**config.mk**
```make
export PLATFORM = sky130hd
export DESIGN_NAME = timer8_dual_compare_pwm
export DESIGN_NICKNAME = d
export VERILOG_FILES = /design/src/timer8_pkg.sv /design/src/timer8_dual_compare_pwm.sv /design/src/compare_channel.sv
export SDC_FILE = /design/constraint.sdc
export NUM_CORES = 1
export LEC_CHECK = 0
export ABC_AREA = 1
export ABC_CLOCK_PERIOD_IN_PS = 1840
export BUFFER_PORTS_ARGS = -buffer_cell sky130_fd_sc_hd__buf_2
export CORE_UTILIZATION = 44
export CTS_CLUSTER_DIAMETER = 30
export DETAILED_ROUTE_END_ITERATION = 7
export PLACE_DENSITY = 0.74
export SLEW_MARGIN = 10
export SYNTH_ARGS = -nofsm -noshare
export SYNTH_HDL_FRONTEND = slang
export SYNTH_SLANG_ARGS = --single-unit
```
**constraint.sdc**
```tcl
create_clock -name pclk -period 1.84 [get_ports pclk]
set_clock_uncertainty 0.05 [all_clocks]
set_input_delay 0.276 -clock pclk [delete_from_list [all_inputs] [get_ports pclk]]
set_output_delay 0.276 -clock pclk [all_outputs]
set_load 0.03 [all_outputs]
```
**src/timer8_pkg.sv**
```systemverilog
// shared constants and types of the 8-bit dual compare timer
package timer8_pkg;

  // ****************************************
  // register map (byte addresses)
  // ****************************************
  localparam logic [7:0] OFF_CTRL_A = 8'h00;
  localparam logic [7:0] OFF_CTRL_B = 8'h04;
  localparam logic [7:0] OFF_COUNT = 8'h08;
  localparam logic [7:0] OFF_CMP_A = 8'h0c;
  localparam logic [7:0] OFF_CMP_B = 8'h10;
  localparam logic [7:0] OFF_MASK = 8'h14;
  localparam logic [7:0] OFF_FLAG = 8'h18;
  localparam logic [7:0] OFF_POWER = 8'h1c;

  // ****************************************
  // field positions
  // ****************************************
  localparam int CTRL_A_WAVE_LO = 0;
  localparam int CTRL_A_COM_B = 4;
  localparam int CTRL_A_COM_A = 6;
  localparam int CTRL_B_CLKSEL = 0;
  localparam int CTRL_B_WAVE_HI = 3;
  localparam int CTRL_B_FORCE_B = 6;
  localparam int CTRL_B_FORCE_A = 7;
  localparam int IRQ_OVF = 0;
  localparam int IRQ_CMP_A = 1;
  localparam int IRQ_CMP_B = 2;
  localparam int POWER_REDUCE = 0;

  // ****************************************
  // reset values and count limits
  // ****************************************
  localparam logic [7:0] RST_BYTE = 8'h00;
  localparam logic [7:0] COUNT_BOTTOM = 8'h00;
  localparam logic [7:0] COUNT_MAX = 8'hff;

  // ****************************************
  // encodings
  // ****************************************
  localparam logic [2:0] WAVE_NORMAL = 3'h0;
  localparam logic [2:0] WAVE_CTC = 3'h2;
  localparam logic [2:0] CS_STOP = 3'h0;
  localparam logic [2:0] CS_DIV1 = 3'h1;
  localparam logic [2:0] CS_DIV8 = 3'h2;
  localparam logic [2:0] CS_DIV64 = 3'h3;
  localparam logic [2:0] CS_DIV256 = 3'h4;
  localparam logic [2:0] CS_DIV1024 = 3'h5;
  localparam logic [2:0] CS_EXT_FALL = 3'h6;
  localparam logic [2:0] CS_EXT_RISE = 3'h7;
  localparam logic [9:0] PRE_MASK_8 = 10'h007;
  localparam logic [9:0] PRE_MASK_64 = 10'h03f;
  localparam logic [9:0] PRE_MASK_256 = 10'h0ff;
  localparam logic [9:0] PRE_MASK_1024 = 10'h3ff;
  localparam logic [1:0] COM_NONE = 2'h0;
  localparam logic [1:0] COM_TOGGLE = 2'h1;
  localparam logic [1:0] COM_CLEAR = 2'h2;
  localparam logic [1:0] COM_SET = 2'h3;

  typedef enum logic [3:0] {
    KIND_NORMAL = 4'b0001,
    KIND_CTC = 4'b0010,
    KIND_FAST = 4'b0100,
    KIND_PHASE = 4'b1000
  } wave_kind_t;

  typedef struct packed {
    wave_kind_t kind;
    logic [1:0] com;
  } chan_cfg_t;

  typedef struct packed {
    logic tick;
    logic top;
    logic down;
  } count_evt_t;

endpackage : timer8_pkg

```
**src/timer8_dual_compare_pwm.sv**
```systemverilog
// 8-bit timer/counter with two compare channels and an apb register port
`timescale 1ns/1ns

// Behaviour
// - counter runs between bottom 0x00 and maximum 0xff
// - top is 0xff or compare register a, chosen by wave mode
// - clock select zero stops the counter, no ticks
// - tick from prescaler or synchronised external input edge
// - cpu may read and write the count at any time
// - cpu count write beats clear or count in the same cycle
// - each tick clears, increments or decrements per mode
// - wave mode is two bits in control a plus one in control b
// - overflow flag set at a mode dependent point, may request interrupt
// - compare match sets its flag on the next tick
// - servicing an interrupt clears its flag
// - writing one to a flag clears it; zero does nothing
// - mask register gates each of three sources; flags show all pending
// - compare registers double buffered in pwm modes only
// - buffered value moves to active compare only at top or bottom
// - cpu reaches buffer when buffering, else the active compare
// - force strobe updates output in non-pwm modes, no flag, no clear
// - match blocked on the tick after any cpu count write
// - output state survives switching wave modes
// - compare output mode changes act immediately
// - mode 0 counts up, wraps 0xff to 0x00, overflow as zero
// - mode 2 clears counter on match with compare register a
// - fast pwm single slope, top 0xff in mode 3, compare a in 7
// - compare output mode zero takes no action on match
module timer8_dual_compare_pwm #(
  parameter int WIDTH = 8
) (
  input wire logic pclk,
  input wire logic presetn,
  input wire logic clk_en,
  input wire logic psel,
  input wire logic penable,
  input wire logic pwrite,
  input wire logic [7:0] paddr,
  input wire logic [31:0] pwdata,
  output logic [31:0] prdata,
  output logic pready,
  output logic pslverr,
  input wire logic ext_count_input,
  input wire logic [2:0] irq_ack,
  output logic [2:0] irq_req,
  output logic wave_out_a,
  output logic wave_out_b,
  output logic wave_oe_a,
  output logic wave_oe_b
);

  initial begin
    if (WIDTH != 8) $error("timer8_dual_compare_pwm: WIDTH must be 8");
  end

  // ****************************************
  // registers and state
  // ****************************************
  logic [7:0] ctrl_a_r;
  logic [2:0] clock_select_field_r;
  logic wave_mode_bit2_r;
  logic [7:0] count_value_r;
  logic [2:0] irq_mask_reg_r;
  logic [2:0] irq_flag_reg_r;
  logic [2:0] irq_flag_nxt;
  logic timer_power_reduce_bit_r;
  logic down_r;
  logic block_r;
  logic [9:0] pre_r;
  logic ext_meta_r;
  logic ext_sync_r;
  logic ext_prev_r;
  logic [31:0] prdata_r;
  logic pready_r;
  logic pslverr_r;
  logic [2:0] irq_req_r;
  logic wave_oe_a_r;
  logic wave_oe_b_r;

  // ****************************************
  // bus decode
  // ****************************************
  logic setup;
  logic wr_fire;
  logic mapped;
  logic wr_ctrl_a;
  logic wr_ctrl_b;
  logic wr_count;
  logic wr_cmp_a;
  logic wr_cmp_b;
  logic wr_mask;
  logic wr_flag;
  logic wr_power;

  assign setup = psel && !penable;
  assign wr_fire = psel && penable && pready_r && pwrite;
  assign wr_ctrl_a = wr_fire && (paddr == timer8_pkg::OFF_CTRL_A);
  assign wr_ctrl_b = wr_fire && (paddr == timer8_pkg::OFF_CTRL_B);
  assign wr_count = wr_fire && (paddr == timer8_pkg::OFF_COUNT);
  assign wr_cmp_a = wr_fire && (paddr == timer8_pkg::OFF_CMP_A);
  assign wr_cmp_b = wr_fire && (paddr == timer8_pkg::OFF_CMP_B);
  assign wr_mask = wr_fire && (paddr == timer8_pkg::OFF_MASK);
  assign wr_flag = wr_fire && (paddr == timer8_pkg::OFF_FLAG);
  assign wr_power = wr_fire && (paddr == timer8_pkg::OFF_POWER);

  always_comb begin
    case (paddr)
      timer8_pkg::OFF_CTRL_A, timer8_pkg::OFF_CTRL_B, timer8_pkg::OFF_COUNT,
      timer8_pkg::OFF_CMP_A, timer8_pkg::OFF_CMP_B, timer8_pkg::OFF_MASK,
      timer8_pkg::OFF_FLAG, timer8_pkg::OFF_POWER: mapped = 1'b1;
      default: mapped = 1'b0;
    endcase
  end

  // ****************************************
  // wave mode decode
  // ****************************************
  logic [2:0] wave_mode_field;
  timer8_pkg::wave_kind_t kind;
  logic [7:0] cmp_a_active;
  logic [7:0] cmp_b_active;
  logic [7:0] cmp_a_view;
  logic [7:0] cmp_b_view;
  logic [7:0] top_val;
  logic at_top;
  logic at_bottom;

  assign wave_mode_field = {wave_mode_bit2_r, ctrl_a_r[timer8_pkg::CTRL_A_WAVE_LO +: 2]};

  always_comb begin
    case (wave_mode_field[1:0])
      2'h1: kind = timer8_pkg::KIND_PHASE;
      2'h2: kind = timer8_pkg::KIND_CTC;
      2'h3: kind = timer8_pkg::KIND_FAST;
      default: kind = timer8_pkg::KIND_NORMAL;
    endcase
  end

  assign top_val = (kind == timer8_pkg::KIND_CTC || wave_mode_field[2]) ? cmp_a_active : timer8_pkg::COUNT_MAX;
  assign at_top = (count_value_r == top_val);
  assign at_bottom = (count_value_r == timer8_pkg::COUNT_BOTTOM);

  // ****************************************
  // clock select and timer tick
  // ****************************************
  logic timer_tick;
  logic run;

  // external pin: two stages, then an edge detect on the settled copy
  always_ff @(posedge pclk or negedge presetn) begin
    if (!presetn) begin
      ext_meta_r <= 1'b0;
      ext_sync_r <= 1'b0;
      ext_prev_r <= 1'b0;
    end else if (clk_en) begin
      ext_meta_r <= ext_count_input;
      ext_sync_r <= ext_meta_r;
      ext_prev_r <= ext_sync_r;
    end
  end

  assign run = (clock_select_field_r != timer8_pkg::CS_STOP) && !timer_power_reduce_bit_r;

  // prescaler free runs only while the timer runs, so the first tick is a whole period
  always_ff @(posedge pclk or negedge presetn) begin
    if (!presetn) begin
      pre_r <= '0;
    end else if (clk_en) begin
      pre_r <= run ? pre_r + 10'h001 : '0;
    end
  end

  always_comb begin
    case (clock_select_field_r)
      timer8_pkg::CS_DIV1: timer_tick = 1'b1;
      timer8_pkg::CS_DIV8: timer_tick = (pre_r & timer8_pkg::PRE_MASK_8) == timer8_pkg::PRE_MASK_8;
      timer8_pkg::CS_DIV64: timer_tick = (pre_r & timer8_pkg::PRE_MASK_64) == timer8_pkg::PRE_MASK_64;
      timer8_pkg::CS_DIV256: timer_tick = (pre_r & timer8_pkg::PRE_MASK_256) == timer8_pkg::PRE_MASK_256;
      timer8_pkg::CS_DIV1024: timer_tick = pre_r == timer8_pkg::PRE_MASK_1024;
      timer8_pkg::CS_EXT_FALL: timer_tick = !ext_sync_r && ext_prev_r;
      timer8_pkg::CS_EXT_RISE: timer_tick = ext_sync_r && !ext_prev_r;
      default: timer_tick = 1'b0;
    endcase
    timer_tick = timer_tick && run;
  end

  // ****************************************
  // counter unit
  // ****************************************
  always_ff @(posedge pclk or negedge presetn) begin
    if (!presetn) begin
      count_value_r <= timer8_pkg::RST_BYTE;
    end else if (clk_en) begin
      if (wr_count) begin
        count_value_r <= pwdata[7:0];
      end else if (timer_tick) begin
        case (kind)
          timer8_pkg::KIND_CTC, timer8_pkg::KIND_FAST:
            count_value_r <= at_top ? timer8_pkg::COUNT_BOTTOM : count_value_r + 8'h01;
          timer8_pkg::KIND_PHASE:
            if (down_r) begin
              count_value_r <= at_bottom ? count_value_r + 8'h01 : count_value_r - 8'h01;
            end else begin
              count_value_r <= at_top ? count_value_r - 8'h01 : count_value_r + 8'h01;
            end
          default: count_value_r <= count_value_r + 8'h01;
        endcase
      end
    end
  end

  always_ff @(posedge pclk or negedge presetn) begin
    if (!presetn) begin
      down_r <= 1'b0;
    end else if (clk_en) begin
      if (kind != timer8_pkg::KIND_PHASE) begin
        down_r <= 1'b0;
      end else if (timer_tick && !wr_count) begin
        if (!down_r && at_top) begin
          down_r <= 1'b1;
        end else if (down_r && at_bottom) begin
          down_r <= 1'b0;
        end
      end
    end
  end

  // a count write arms the block; the next tick consumes it even if stopped meanwhile
  always_ff @(posedge pclk or negedge presetn) begin
    if (!presetn) begin
      block_r <= 1'b0;
    end else if (clk_en) begin
      if (wr_count) begin
        block_r <= 1'b1;
      end else if (timer_tick) begin
        block_r <= 1'b0;
      end
    end
  end

  // ****************************************
  // compare channels
  // ****************************************
  timer8_pkg::count_evt_t evt;
  timer8_pkg::chan_cfg_t cfg_a;
  timer8_pkg::chan_cfg_t cfg_b;
  logic load_buf;
  logic ovf_set;
  logic hit_a;
  logic hit_b;
  logic state_a;
  logic state_b;
  logic tick_eff;

  assign tick_eff = timer_tick && !wr_count;
  assign evt = '{tick: tick_eff, top: at_top, down: down_r};
  assign cfg_a = '{kind: kind, com: ctrl_a_r[timer8_pkg::CTRL_A_COM_A +: 2]};
  assign cfg_b = '{kind: kind, com: ctrl_a_r[timer8_pkg::CTRL_A_COM_B +: 2]};
  // fast pwm reloads as the count wraps to bottom, phase correct at top
  assign load_buf = tick_eff && at_top && (kind == timer8_pkg::KIND_FAST || !down_r);

  compare_channel #(.WIDTH(WIDTH)) chan_a (
    .pclk(pclk),
    .presetn(presetn),
    .clk_en(clk_en),
    .cfg(cfg_a),
    .cpu_wr(wr_cmp_a),
    .cpu_wdata(pwdata[7:0]),
    .load_buf(load_buf),
    .count(count_value_r),
    .evt(evt),
    .block(block_r),
    .force_cmp(wr_ctrl_b && pwdata[timer8_pkg::CTRL_B_FORCE_A]),
    .active(cmp_a_active),
    .cpu_view(cmp_a_view),
    .hit(hit_a),
    .state(state_a)
  );

  compare_channel #(.WIDTH(WIDTH)) chan_b (
    .pclk(pclk),
    .presetn(presetn),
    .clk_en(clk_en),
    .cfg(cfg_b),
    .cpu_wr(wr_cmp_b),
    .cpu_wdata(pwdata[7:0]),
    .load_buf(load_buf),
    .count(count_value_r),
    .evt(evt),
    .block(block_r),
    .force_cmp(wr_ctrl_b && pwdata[timer8_pkg::CTRL_B_FORCE_B]),
    .active(cmp_b_active),
    .cpu_view(cmp_b_view),
    .hit(hit_b),
    .state(state_b)
  );

  always_comb begin
    case (kind)
      timer8_pkg::KIND_FAST: ovf_set = tick_eff && at_top;
      timer8_pkg::KIND_PHASE: ovf_set = tick_eff && down_r && at_bottom;
      default: ovf_set = tick_eff && (count_value_r == timer8_pkg::COUNT_MAX);
    endcase
  end

  // ****************************************
  // flags, mask and requests
  // ****************************************
  always_comb begin
    irq_flag_nxt = irq_flag_reg_r & ~irq_ack;
    if (wr_flag) begin
      irq_flag_nxt = irq_flag_nxt & ~pwdata[2:0];
    end
    // a new event wins over a clear in the same cycle
    irq_flag_nxt[timer8_pkg::IRQ_OVF] = irq_flag_nxt[timer8_pkg::IRQ_OVF] | ovf_set;
    irq_flag_nxt[timer8_pkg::IRQ_CMP_A] = irq_flag_nxt[timer8_pkg::IRQ_CMP_A] | hit_a;
    irq_flag_nxt[timer8_pkg::IRQ_CMP_B] = irq_flag_nxt[timer8_pkg::IRQ_CMP_B] | hit_b;
  end

  always_ff @(posedge pclk or negedge presetn) begin
    if (!presetn) begin
      irq_flag_reg_r <= '0;
      irq_req_r <= '0;
    end else if (clk_en) begin
      irq_flag_reg_r <= irq_flag_nxt;
      irq_req_r <= irq_flag_nxt & irq_mask_reg_r & ~irq_ack;
    end
  end

  // ****************************************
  // software registers
  // ****************************************
  always_ff @(posedge pclk or negedge presetn) begin
    if (!presetn) begin
      ctrl_a_r <= timer8_pkg::RST_BYTE;
      clock_select_field_r <= timer8_pkg::CS_STOP;
      wave_mode_bit2_r <= 1'b0;
      irq_mask_reg_r <= '0;
      timer_power_reduce_bit_r <= 1'b0;
    end else if (clk_en) begin
      if (wr_ctrl_a) begin
        ctrl_a_r <= pwdata[7:0];
      end
      if (wr_ctrl_b) begin
        clock_select_field_r <= pwdata[timer8_pkg::CTRL_B_CLKSEL +: 3];
        wave_mode_bit2_r <= pwdata[timer8_pkg::CTRL_B_WAVE_HI];
      end
      if (wr_mask) begin
        irq_mask_reg_r <= pwdata[2:0];
      end
      if (wr_power) begin
        timer_power_reduce_bit_r <= pwdata[timer8_pkg::POWER_REDUCE];
      end
    end
  end

  // ****************************************
  // apb answer: data latched in setup, pready high in the first access cycle
  // ****************************************
  always_ff @(posedge pclk or negedge presetn) begin
    if (!presetn) begin
      prdata_r <= '0;
      pready_r <= 1'b0;
      pslverr_r <= 1'b0;
    end else if (clk_en) begin
      pready_r <= setup;
      pslverr_r <= setup && !mapped;
      if (setup && !pwrite) begin
        case (paddr)
          timer8_pkg::OFF_CTRL_A: prdata_r <= {24'h000000, ctrl_a_r};
          timer8_pkg::OFF_CTRL_B: prdata_r <= {28'h0000000, wave_mode_bit2_r, clock_select_field_r};
          timer8_pkg::OFF_COUNT: prdata_r <= {24'h000000, count_value_r};
          timer8_pkg::OFF_CMP_A: prdata_r <= {24'h000000, cmp_a_view};
          timer8_pkg::OFF_CMP_B: prdata_r <= {24'h000000, cmp_b_view};
          timer8_pkg::OFF_MASK: prdata_r <= {29'h00000000, irq_mask_reg_r};
          timer8_pkg::OFF_FLAG: prdata_r <= {29'h00000000, irq_flag_reg_r};
          timer8_pkg::OFF_POWER: prdata_r <= {31'h00000000, timer_power_reduce_bit_r};
          default: prdata_r <= '0;
        endcase
      end
    end
  end

  // ****************************************
  // pins: any nonzero compare output mode overrides the port
  // ****************************************
  always_ff @(posedge pclk or negedge presetn) begin
    if (!presetn) begin
      wave_oe_a_r <= 1'b0;
      wave_oe_b_r <= 1'b0;
    end else if (clk_en) begin
      wave_oe_a_r <= cfg_a.com != timer8_pkg::COM_NONE;
      wave_oe_b_r <= cfg_b.com != timer8_pkg::COM_NONE;
    end
  end

  assign prdata = prdata_r;
  assign pready = pready_r;
  assign pslverr = pslverr_r;
  assign irq_req = irq_req_r;
  assign wave_out_a = state_a;
  assign wave_out_b = state_b;
  assign wave_oe_a = wave_oe_a_r;
  assign wave_oe_b = wave_oe_b_r;

endmodule : timer8_dual_compare_pwm

```
**src/compare_channel.sv**
```systemverilog
// one output compare channel: buffer, active compare, match and output state
`timescale 1ns/1ns
module compare_channel #(
  parameter int WIDTH = 8
) (
  input wire logic pclk,
  input wire logic presetn,
  input wire logic clk_en,
  input timer8_pkg::chan_cfg_t cfg,
  input wire logic cpu_wr,
  input wire logic [WIDTH-1:0] cpu_wdata,
  input wire logic load_buf,
  input wire logic [WIDTH-1:0] count,
  input timer8_pkg::count_evt_t evt,
  input wire logic block,
  input wire logic force_cmp,
  output logic [WIDTH-1:0] active,
  output logic [WIDTH-1:0] cpu_view,
  output logic hit,
  output logic state
);

  initial begin
    if (WIDTH < 1 || WIDTH > 8) $error("compare_channel: WIDTH must be 1..8");
  end

  logic [WIDTH-1:0] buf_r;
  logic [WIDTH-1:0] active_r;
  logic state_r;
  logic buffered;
  logic non_pwm;
  logic nonpwm_val;

  assign buffered = (cfg.kind == timer8_pkg::KIND_FAST) || (cfg.kind == timer8_pkg::KIND_PHASE);
  assign non_pwm = !buffered;
  assign cpu_view = buffered ? buf_r : active_r;
  assign active = active_r;
  assign hit = evt.tick && (count == active_r) && !block;
  assign state = state_r;

  always_comb begin
    case (cfg.com)
      timer8_pkg::COM_TOGGLE: nonpwm_val = !state_r;
      timer8_pkg::COM_CLEAR: nonpwm_val = 1'b0;
      timer8_pkg::COM_SET: nonpwm_val = 1'b1;
      default: nonpwm_val = state_r;
    endcase
  end

  always_ff @(posedge pclk or negedge presetn) begin
    if (!presetn) begin
      buf_r <= '0;
      active_r <= '0;
    end else if (clk_en) begin
      if (cpu_wr) begin
        buf_r <= cpu_wdata;
      end
      if (cpu_wr && !buffered) begin
        active_r <= cpu_wdata;
      end else if (buffered && load_buf) begin
        active_r <= buf_r;
      end
    end
  end

  // com changes act at once; state kept across mode switches
  always_ff @(posedge pclk or negedge presetn) begin
    if (!presetn) begin
      state_r <= 1'b0;
    end else if (clk_en) begin
      if (force_cmp && non_pwm) begin
        state_r <= nonpwm_val;
      end else if (cfg.kind == timer8_pkg::KIND_FAST && evt.tick && evt.top && cfg.com[1]) begin
        state_r <= !cfg.com[0];
      end else if (hit && cfg.com[1]) begin
        if (cfg.kind == timer8_pkg::KIND_PHASE) begin
          state_r <= cfg.com[0] ^ evt.down;
        end else begin
          state_r <= non_pwm ? nonpwm_val : cfg.com[0];
        end
      end else if (hit && non_pwm) begin
        state_r <= nonpwm_val;
      end
    end
  end

endmodule : compare_channel

```
* After elaboration in Yosys (flattened, before gate mapping)
Memories as Yosys holds them, arrays and structs flattened.
Index checks and enable logic that the tools add are counted.
** Operators by class
- Reductions and logical operators :: 89
- Divide/modulo/power cells :: 0
- Mux-type cells :: 41
- Shift-type cells :: 0
- Multiply operators :: 0
- Order comparisons :: 0
- Equal/unequal tests :: 35
- Add/subtract/negate cells :: 3
- Bitwise logic cells :: 11
** Operators by type and width (number)
- $mux 8 :: 13
- $pmux 8 s8 :: 1
- $logic_and 1x1->1 :: 45
- $eq 8x5->1 const B :: 4
- $eq 8x8->1 :: 3
- $reduce_and 2->1 :: 12
- $mux 1 :: 19
- $eq 8x4->1 const B :: 2
- $eq 8x8->1 const B :: 2
- $logic_not 8->1 :: 2
- $pmux 8 s2 :: 1
- $eq 3x3->1 const B :: 5
- $logic_not 1->1 :: 14
- $and 3x3->3 :: 4
- $eq 2x2->1 const B :: 6
- $pmux 4 s3 :: 1
- $reduce_bool 2->1 :: 6
- $add 10x1->10 const B :: 1
- $eq 10x10->1 const B :: 1
- $mux 10 :: 1
- $add 8x1->8 const B :: 1
- $eq 8x3->1 const B :: 1
- $reduce_bool 4->1 :: 2
- $sub 8x1->8 const B :: 1
- other kinds (20) :: 31
** Word-level totals
- Memories :: 1
- Bits in read-only memories :: 32
- Logic and storage cells :: 205
- Input bits :: 50
- Bits in latches :: 0
- Memory bits (writable) :: 0
- Flip-flop bits (word level) :: 115
- Output and inout port bits :: 41
** Memory list
- (name not given) :: words 32, width 1, read ports 1, clocked after memory_dff 0, wr ports 0, RTL line timer8_dual_compare_pwm.sv:107 : case (paddr)

* Longest topological paths before layout
Gate-level depths: netlist of the first run.
- Word-level depth :: 13
- Depth in mapped cells :: 15
- Mapped depth without buffers :: 15

* Hierarchy
Synthesis of the first run repeated with hierarchy kept, for this count alone.
** Second synthesis, totals
- Cell total of the unflattened synthesis :: 939
- Area, all modules :: 6364.9 µm²
** By module, submodules not included
- timer8_dual_compare_pwm :: area each 3892.5 µm², times used 1, cells each 563, sequential area each 1426.4 µm²
- compare_channel :: area each 1236.2 µm², times used 2, cells each 188, sequential area each 425.4 µm²

* Least setup slack after synthesis of the first run
No wires, ideal clock.
- Path kind :: register to register
- From :: register pready_r, in the netlist pready
- To :: register chan_a.active_r[6], in the netlist chan_a.active[6]
- Setup slack :: -147 ps
- Clock period less this slack :: 1987 ps
- Buffers on the path :: 1
- Required time :: 1667 ps
- Data arrival time :: 1814 ps
- Cell stages (with the launch flop) :: 11
- Setup time :: 123 ps
- Cell sequence :: dfrtp_1 > nand3_1 > nor2_1 > inv_1 > nor2_1 > nand2_1 > o21ai_4 > nand2_4 > buf_6 > nand2_1 > o21ai_2
** On the way
- Longest elaborated chain between the ends :: 10
- Elaborated cells on any way between the ends :: 13
- Those cells by class :: mux (1); reduce/logical (12)
** Ends and longest elaborated chain
- from (decl) :: RTL line timer8_dual_compare_pwm.sv:74 : logic pready_r;
- from (signal assigned) :: RTL line timer8_dual_compare_pwm.sv:366 : pready_r <= setup;
- $logic_and 1x1->1 * (2 in series) :: RTL line timer8_dual_compare_pwm.sv:96 : assign wr_fire = psel && penable && pready_r && pwrite;
- $logic_and 1x1->1 :: RTL line timer8_dual_compare_pwm.sv:99 : assign wr_count = wr_fire && (paddr == timer8_pkg::OFF_COUNT);
- $logic_not 1->1 :: RTL line timer8_dual_compare_pwm.sv:255 : assign tick_eff = timer_tick && !wr_count;
- $logic_and 1x1->1 :: RTL line timer8_dual_compare_pwm.sv:255
- $logic_and 1x1->1 (2 in series) :: RTL line timer8_dual_compare_pwm.sv:260 : assign load_buf = tick_eff && at_top && (kind == timer8_pkg::KIND_FAST || !down_r);
- $logic_and 1x1->1 :: RTL line compare_channel.sv:60 : end else if (buffered && load_buf) begin
- $reduce_bool 2->1 (no source line)
- $reduce_and 2->1 (no source line)
- to (signal assigned) :: RTL line compare_channel.sv:59 : active_r <= cpu_wdata;
- to (signal assigned) :: RTL line compare_channel.sv:61 : active_r <= buf_r;
- to (decl) :: RTL line compare_channel.sv:28 : logic [WIDTH-1:0] active_r;
Every way passes the cells marked *; elsewhere a longest branch is shown, timed or not.
A chain may end at the register's enable or synchronous reset.

* Worst setup path in the final report of the first run
- From :: register pre_r[0]
- To :: register chan_a.active_r[3], in the netlist chan_a.active[3]
** On the way
- Longest elaborated chain between the ends :: 9
- Elaborated cells on any way between the ends :: 12
- Those cells by class :: eq/ne (4); mux (1); reduce/logical (7)
** Ends and longest elaborated chain
- from (decl) :: RTL line timer8_dual_compare_pwm.sv:69 : logic [9:0] pre_r;
- from (signal assigned) :: RTL line timer8_dual_compare_pwm.sv:169 : pre_r <= run ? pre_r + 10'h001 : '0;
- $eq 10x10->1, or another cell as far along :: RTL line timer8_dual_compare_pwm.sv:179 : timer8_pkg::CS_DIV1024: timer_tick = pre_r == timer8_pkg::PRE_MASK_1024;
- $pmux 1 s7 * :: RTL line timer8_dual_compare_pwm.sv:174 : case (clock_select_field_r)
- $logic_and 1x1->1 * :: RTL line timer8_dual_compare_pwm.sv:184 : timer_tick = timer_tick && run;
- $logic_and 1x1->1 * :: RTL line timer8_dual_compare_pwm.sv:255
- $logic_and 1x1->1 * (2 in series) :: RTL line timer8_dual_compare_pwm.sv:260
- $logic_and 1x1->1 * :: RTL line compare_channel.sv:60
- $reduce_bool 2->1 (no source line) *
- $reduce_and 2->1 (no source line) *
Marks and branches as above.

==> results of run 1 <==
## flip-flops by register name, summed over array words and instances (netlist names), 3 cells and up
register              flops
prdata                    8
pre_r                    10
irq_flag_reg_r            3
irq_mask_reg_r            3
irq_req                   3
chan_a.buf_r              8
chan_b.active             8
chan_a.active             8
ctrl_a_r                  8
count_value_r             8
clock_select_field_r      3
chan_b.buf_r              8
## cell usage after synthesis, drive strengths merged, types with 11 or more instances
cell type	n
a21oi	40
buf	36
clkbuf	14
dfrtp	91
inv	94
nand2	275
nand3	53
nand4	15
nor2	85
nor3	21
o21ai	103
xor2	11
## routing by layer
metal  vias to the layer above  GRT usage  routed length, um
li1                       3208          -                  -
met1                      3179      0.393               8780
met3                        55     0.0547               1540
met4                         0      0.119                791
met5                         -          0                  0
met2                       285      0.464               9480
## cell families after synthesis
family,after synthesis
AO/OA/AOI/OAI,163
XOR/XNOR,12
adder cells (fa/ha/maj),5
buffers and inverters,147
flip-flops,91
multiplexers,8
other,1
AND/OR/NAND/NOR,458
## worst paths after layout
path,endpoint,start
worst max-delay path,chan_a.active[3],pre_r[0]
worst min-delay path,ext_meta_r,ext_count_input
worst max register to register,chan_a.active[3],pre_r[0]
worst min register to register,ext_meta_r,ext_meta_r
max in group asynchronous,chan_a.buf_r[4],presetn
min in group asynchronous,pre_r[4],presetn
## what timing repair did
| item | 4_1_cts | 5_1_grt |
|---|---|---|
| pin swaps | 6 | 12 |
| hold buffers | 1 | 0 |
| gates cloned | 1 | 2 |
| gates resized for setup | 33 | 51 |
| setup endpoints to repair | 40 | 67 |
| setup buffers | 1 | 4 |
| endpoints found under the hold margin | 26 | 0 |
## layout make-up
cell class	count	area [um^2]
fillers	1230	5200
flip-flops and latches	91	2290
inverters	97	378
multi-input cells	672	3560
clock inverters	6	93.8
well taps	176	220
repair buffers	201	1470
repair inverters	1	7.51
clock buffers	10	239
## report_power, final
part | switching, W | total [W] | internal (W)
Sequential | 0.0000123 | 0.00203 | 0.00202
Combinational | 0.000244 | 0.000329 | 0.0000852
Clock | 0.000862 | 0.00210 | 0.00124
## worst min-delay path: cells and delay by family
| family | cells | cell delay [ps] |
|---|---|---|
| buffers and inverters | 1 | 70 |
| AND/OR/NAND/NOR | 2 | 90 |
## stage by stage
stage	TNS (ps)	util	instances	area, um^2
final	-6250	0.614	1254	8250
after global routing	-9960	0.614	1254	8250
after floorplan	0	-	908	6270
after detailed placement	-5120	0.563	1229	7570
after CTS	-4750	0.598	1248	8050
after global placement	-4080	0.563	1229	7570
==> impl_metrics.toml, run 1 <==
[yosys]
synthSimpleGateAreaFrac = 0.318
avgSynthCellArea_um2 = 6.98
synth_ff_type = "dfrtp_1"
async_flop_share = 1.00
yosys.area.top_type_share = 0.369
synth_area_mm2 = 0.00618
synth.distinct_cells = 48
yosys.area.top_type = "dfrtp_1"
synth_area_leaders = "dfrtp_1 37%, nand2_1 16%, o21ai_0 6.5%"
synth_top_family_by_area = "simple AND/OR/NAND/NOR gates"
synth_edf_count = 0
synth-adder-area-share = 0.0101
synth.area.mux_share = 0.0130
ys_seq_elements = 91
postSynthCellCount = 885
seq_area_frac_synth = 0.369
yosys_warnings = 0
synthXorXnorAreaFrac = 0.0170
synth_compound_area_frac = 0.159

[detailed_routing]
firstDrtPassIters = 5
drc = 0
drt_first_iter_violations = 437
viasPerCell = 5.36
wl_per_cell_um = 16.4
vias = 6727
antenna_left = 0
finalWirelength_um = 20600

[worst_setup_path]
cpLargestDelayFamily = "simple AND/OR/NAND/NOR gates"
crit_slowest_cell = "dfrtp_1"
worstSetupPathDepth = 12
required_ps = 2030
cp_max_fo = 8
endpoint_kind = "register"
crit_top_cell = "nor2_1"
r2r_cells = 12
startpoint_type = "register"
slowest_delay_ps = 410
cp.buffers_inverters = 0
worst_ep_arrival_time_ps = 2320
rrSetupSlack_ps = -290
path_class = "reg -> reg"
worstPathCellList = "ha_4, nand4_1, nor2_1, nor2_1, nor2_1, nand3_2, nor2_2, nand2_2, nand2_8, nand2_8, nand2_1, o21ai_2"

[clock_network]
root_buffer = "clkbuf_16"
cts_sinks = 91
clock_path_buffers = 2
cts.clk_slew.worst_paths_ps = 70
insertion_delay_ps = 360
cts_tree = "built"
ctsHtreeMaxLevel = 3
cts_made_buffers = 9

[hold_path]
whs_path_depth = 3
min_path_type = "in -> reg"

[pwr]
power.total_w = 0.00446
peakVddDrop_v = 0.000773
power.density_mw_per_mm2 = 540
leakage_nw = 4.01

[grt]
grt_max_degree = 36
grt_pass1_vias = 6365
grt_usage = 0.293
antenna_found_initial = 0
grt_overflow_total = 0
grt_pass1_wl_um = 32400

[finish]
final_cell_mix = "250 x nand2_1, 152 x buf_4, 83 x dfrtp_1"
nNetsFinal = 1128
antennaDiodeCount = 0
area.growth.synth_to_final_pct = 33.6
drive_above_1_share = 0.308
final_common_cell = "nand2_1"

[die]
die_height_um = 121
rows = 42
die_w_um = 121
core_area_mm2 = 0.0135
io_pins = 91
start_util = 0.459
die_area_mm2 = 0.0145

[timing]
final_hold_viol_count = 0
slew_violations = 0
max_freq_mhz = 471
post-route-period-util = 1.15
final.min_clock_period_ps = 2130
tightest_slew_ps = 491
slew_headroom = 0.670
hold_ws_ps = 66.1
rsz0062_at_grt = "yes"
setup_viol = 30
setup_ws_ps = -285

[place]
routabilityCongestion = 0.984
dp_hpwl_um = 15200
pre_cts_ws_ps = -204
io_buffers = 42

[run_status]
status = "finished with violations"
violations = "negative setup slack"

[job]
maxCapViolCount = 0
(Power assumes the default switching activity.)
==> run 2: changes to the inputs <==
--- a/config.mk
+++ b/config.mk
@@ -8,6 +8,7 @@
 export ABC_AREA = 1
 export ABC_CLOCK_PERIOD_IN_PS = 1840
 export BUFFER_PORTS_ARGS = -buffer_cell sky130_fd_sc_hd__buf_2
+export CORE_ASPECT_RATIO = 0.6
 export CORE_UTILIZATION = 44
 export CTS_CLUSTER_DIAMETER = 30
 export DETAILED_ROUTE_END_ITERATION = 7
==> run 2 against run 1 <==
Effect of this change:
- the flow still finishes with violations (negative setup slack)
- register-to-register slack better by 40 ps
- clock-buffer cell count is 1 higher
- sequential power hardly changed
- die area is 0.11% higher
- clock power is 18% lower
- cell area is 6.4% higher
- hold slack better by 15 ps
- non-clock buffer count is 28 higher
- critical path type unchanged
- largest cell class unchanged
==> impl_metrics.toml, run 2 (same netlist as run 1, synthesis figures left out) <==
[finish]
area.growth.synth_to_final_pct = 42.1
antennaDiodeCount = 0
drive_above_1_share = 0.380
final_common_cell = "nand2_1"
fin_util = 0.642
regMostFlops = "pre_r"
final_cell_mix = "228 x nand2_1, 161 x buf_4, 81 x dfrtp_1"
largest_reg_flops = 10
nNetsFinal = 1157

[grt]
grt_usage = 0.329
grt.busiest_layer = "met1"
grt_use_met3 = 0.121
antenna_found_initial = 0
grt_max_degree = 40
grt_overflow_total = 0
grt_pass1_vias = 6495
use_met1 = 0.480
grt_pass1_wl_um = 36000
grtUsageMet2 = 0.455

[detailed_routing]
antenna_left = 0
wl_per_cell_um = 18.2
firstDrtPassIters = 8
viasPerCell = 5.45
finalWirelength_um = 23700
vias = 7073
drc = 0
drt_first_iter_violations = 670

[pwr]
leakage_nw = 4.18
peakVddDrop_v = 0.000496
power.density_mw_per_mm2 = 467

[place]
routabilityCongestion = 0.990
dp_hpwl_um = 16600
io_buffers = 42

[job]
maxCapViolCount = 0

[run_status]
status = "finished with violations"
violations = "negative setup slack"

[timing]
max_freq_mhz = 480
setup_ws_ps = -244
slew_violations = 0
final.min_clock_period_ps = 2080
final_hold_viol_count = 0
tns_ps = -5730
post-route-period-util = 1.13
setup_viol = 34
rsz0062_at_grt = "yes"

[clock_network]
insertion_delay_ps = 340
cts_sinks = 91
cts.clk_slew.worst_paths_ps = 70
root_buffer = "clkbuf_16"
ctsHtreeMaxLevel = 3
cts_made_buffers = 9
clock_path_buffers = 2
cts_tree = "built"

[die]
die_w_um = 155
rows = 33
io_pins = 91
core_area_mm2 = 0.0137
start_util = 0.452
die_area_mm2 = 0.0145
die_height_um = 93.8

[worst_setup_path]
r2r_cells = 13
path_class = "reg -> reg"
startpoint_type = "register"
endpoint_kind = "register"
worst_ep_arrival_time_ps = 2300
cp_max_fo = 5
required_ps = 2050

[hold_path]
whs_path_depth = 3
min_path_type = "in -> reg"
run 2: cell count changes in the layout (fill, tap and decap cells not counted), sizes merged:
| cell | change |
|---|---|
| buf | +28 |
| clkinvlp | +1 |
| inv | -2 |
| clkinv | +1 |
| o21ai | +1 |
| bufinv | -2 |
| clkbuf | +1 |
run 2: what timing repair did:
action,in CTS,in global routing
setup endpoints to repair,32,53
cloned,4,2
hold endpoints to repair,18,0
buffers inserted,18,18
pin swaps,24,49
hold buffers,1,0
gates resized for setup,100,87
run 2: per-layer routing:
layer  routed length, um  part of all wire  vias to the layer above
li1                    -                 -                     3260
met1               10400              0.44                     3311
met2                9570              0.40                      466
met3                3300              0.14                       36
met4                 369             0.016                        0
met5                   0                 0                        -
run 2: layout make-up:
type,instances,area (um^2)
Timing Repair inverter,1,7.51
Sequential cell,91,2290
Inverter,97,380
Timing Repair Buffer,229,1760
Tap cell,192,240
Multi-Input combinational cell,673,3840
Fill cell,1123,4890
Clock buffer,11,233
Clock inverter,4,28.8
run 2: worst paths after layout:
path / from / to / slack [ps]
min: ext_count_input / ext_meta_r / 80
max reg2reg: pre_r[0] / count_value_r[4] / -240
max: pre_r[0] / count_value_r[4] / -240
min reg2reg: prdata[6] / prdata[6] / 430
min in group asynchronous: presetn / ext_meta_r / 310
max in group asynchronous: presetn / pready / 890
run 2: through the flow:
| stage | hold WS, ps | instance area, um^2 | setup slack [ps] | cells | power [W] |
|---|---|---|---|---|---|
| floorplan | -69.6 | 6270 | 3.43 | 908 | 0.00226 |
| detailed placement | 136 | 7580 | -319 | 1243 | 0.00239 |
| finish | 81.5 | 8780 | -244 | 1298 | 0.00410 |
| global placement | 137 | 7580 | -233 | 1243 | 0.00239 |
| CTS | 79.5 | 8350 | -147 | 1280 | 0.00410 |
| global route | 92.5 | 8780 | -372 | 1298 | 0.00423 |
run 2: power by group:
group	internal, W	switching (W)	leakage [nW]
registers	0.00202	0.0000144	1.23
logic	0.0000903	0.000256	2.83
clock network	0.000911	0.000816	0.122
total	0.00302	0.00109	4.18
run 2: critical path, cell delays in order, from the launching register on:
cell,delay [ps]
dfrtp_1,390
ha_4,190
nand3_4,90
o21ai_2,170
nand2_1,90
nand2_2,130
inv_2,70
nor2_4,120
nand2_2,80
nand2_4,100
clkinvlp_4,190
a21oi_2,160
o21ai_2,80
o21ai_1,90
==> run 3: changes to the inputs <==
--- a/config.mk
+++ b/config.mk
@@ -13,6 +13,7 @@
 export CTS_CLUSTER_DIAMETER = 30
 export DETAILED_ROUTE_END_ITERATION = 7
 export PLACE_DENSITY = 0.74
+export SETUP_SLACK_MARGIN = 0.05
 export SLEW_MARGIN = 10
 export SYNTH_ARGS = -nofsm -noshare
 export SYNTH_HDL_FRONTEND = slang
==> run 3 against run 2 <==
Effect of this change:
- the run still ends with negative setup slack left
- sequential power hardly changed
- combinational power hardly changed
- hold slack worse by 8.4 ps
==> impl_metrics.toml, run 3 (same netlist as run 1, synthesis figures left out) <==
[die]
die_w_um = 155
die_area_mm2 = 0.0145
die_height_um = 93.8
core_area_mm2 = 0.0137
rows = 33
io_pins = 91
start_util = 0.452

[grt]
grt_usage = 0.316
grt_overflow_total = 0
grt_max_degree = 39
grt_pass1_wl_um = 34500
antenna_found_initial = 1
grt_pass1_vias = 6252

[place]
pre_cts_ws_ps = -287
dp_hpwl_um = 16300
io_buffers = 42
placedCellCount = 1241
routabilityCongestion = 0.979

[timing]
final_hold_viol_count = 0
tns_ps = -5390
slew_headroom = 0.623
hold_ws_ps = 73.1
final.min_clock_period_ps = 2080
setup_viol = 33
setup_ws_ps = -240
rsz0062_at_grt = "yes"
post-route-period-util = 1.13
slew_violations = 0
tightest_slew_ps = 566
max_freq_mhz = 481

[detailed_routing]
drc = 0
firstDrtPassIters = 6
drt_first_iter_violations = 711
vias = 6975
finalWirelength_um = 23200
antenna_left = 0
viasPerCell = 5.41
wl_per_cell_um = 18.0

[pwr]
leakage_nw = 4.16
peakVddDrop_v = 0.000399
power.density_mw_per_mm2 = 486

[worst_setup_path]
startpoint_type = "register"
endpoint_kind = "register"
worstReg2RegStart = "clock_select_field_r[1]"
r2r_cells = 13
worst_ep_arrival_time_ps = 2270
slowest_delay_ps = 490
crit_start = "clock_select_field_r[1]"
cp_max_fo = 8
worstPathCellList = "nand2_1, inv_1, nand2_1, nand3_1, nor2_1, nor2_2, nand3_4, nor2_4, nand2_4, nand2_8, nand2_8, nand2_2, o21ai_2"
required_ps = 2030
path_class = "reg -> reg"
crit_slowest_cell = "dfrtp_1"

[clock_network]
cts_made_buffers = 9
cts_tree = "built"
clock_path_buffers = 2
root_buffer = "clkbuf_16"
insertion_delay_ps = 350
cts_sinks = 91
ctsHtreeMaxLevel = 3
cts.clk_slew.worst_paths_ps = 70

[finish]
largest_reg_flops = 10
fin_util = 0.643
regMostFlops = "pre_r"
final_cell_mix = "227 x nand2_1, 158 x buf_4, 82 x dfrtp_1"
area.growth.synth_to_final_pct = 42.2
final_common_cell = "nand2_1"
drive_above_1_share = 0.372
nNetsFinal = 1148
fin_cells = 1290
antennaDiodeCount = 0

[run_status]
status = "finished with violations"
violations = "negative setup slack"

[hold_path]
min_path_type = "in -> reg"
hp-start = "ext_count_input"
whs_path_depth = 3

[job]
maxCapViolCount = 0
## run 3: cell count changes in the layout (fill, tap and decap cells not counted), sizes merged
cell	change
buf	-10
clkbuf	+3
clkinv	+1
clkinvlp	-1
o21ai	-1
## run 3: layer usage
layer | global-route usage | vias to the layer above | share of wire | wire [um]
met5 | 0 | - | 0 | 0
met4 | 0.0858 | 0 | 0.022 | 515
met3 | 0.102 | 53 | 0.14 | 3140
met2 | 0.428 | 457 | 0.40 | 9260
met1 | 0.470 | 3206 | 0.44 | 10300
li1 | - | 3259 | - | -
## run 3: path summary, 6_finish.rpt
kind	end	slack, ps
min in group asynchronous	ext_meta_r	400
min	ext_meta_r	70
max reg2reg	chan_b.active[7]	-240
max in group asynchronous	ctrl_a_r[0]	710
min reg2reg	wave_oe_b	430
max	chan_b.active[7]	-240
## run 3: area by class of cell
type | instances | area (um^2)
fill | 1119 | 4880
multi-input combinational | 672 | 3840
sequential | 91 | 2290
timing repair buffer | 221 | 1720
inverter | 97 | 388
clock buffer | 12 | 267
tap | 192 | 240
clock inverter | 4 | 33.8
timing repair inverter | 1 | 7.51
## run 3: critical path: cells and delay by family (launching register included)
family                 cells  cell delay [ps]
DFF                        1              490
and+or+nand+nor           11             1270
buffers and inverters      1              110
AOI/OAI and AO/OA          1               50
## run 3: power breakdown
group	internal, W	leakage (nW)	switching, W	total (W)
Clock	0.00104	0.145	0.000855	0.00189
Combinational	0.0000907	2.79	0.000256	0.000346
Sequential	0.00202	1.23	0.0000144	0.00203
Total	0.00314	4.16	0.00113	0.00427
## run 3: what timing repair did
action,in CTS,in global routing
setup endpoints to repair,34,67
cloned,3,2
gates resized for setup,102,75
hold buffers,1,0
endpoints found under the hold margin,34,0
buffers inserted,10,17
pin swaps,23,37
## run 3: stage by stage
step / power (W) / area, um^2
4_1_cts: 0.00425 / 8340
3_3_place_gp: 0.00238 / 7590
5_1_grt: 0.00437 / 8790
2_1_floorplan: 0.00226 / 6290
3_5_place_dp: 0.00238 / 7590
6_report: 0.00427 / 8790
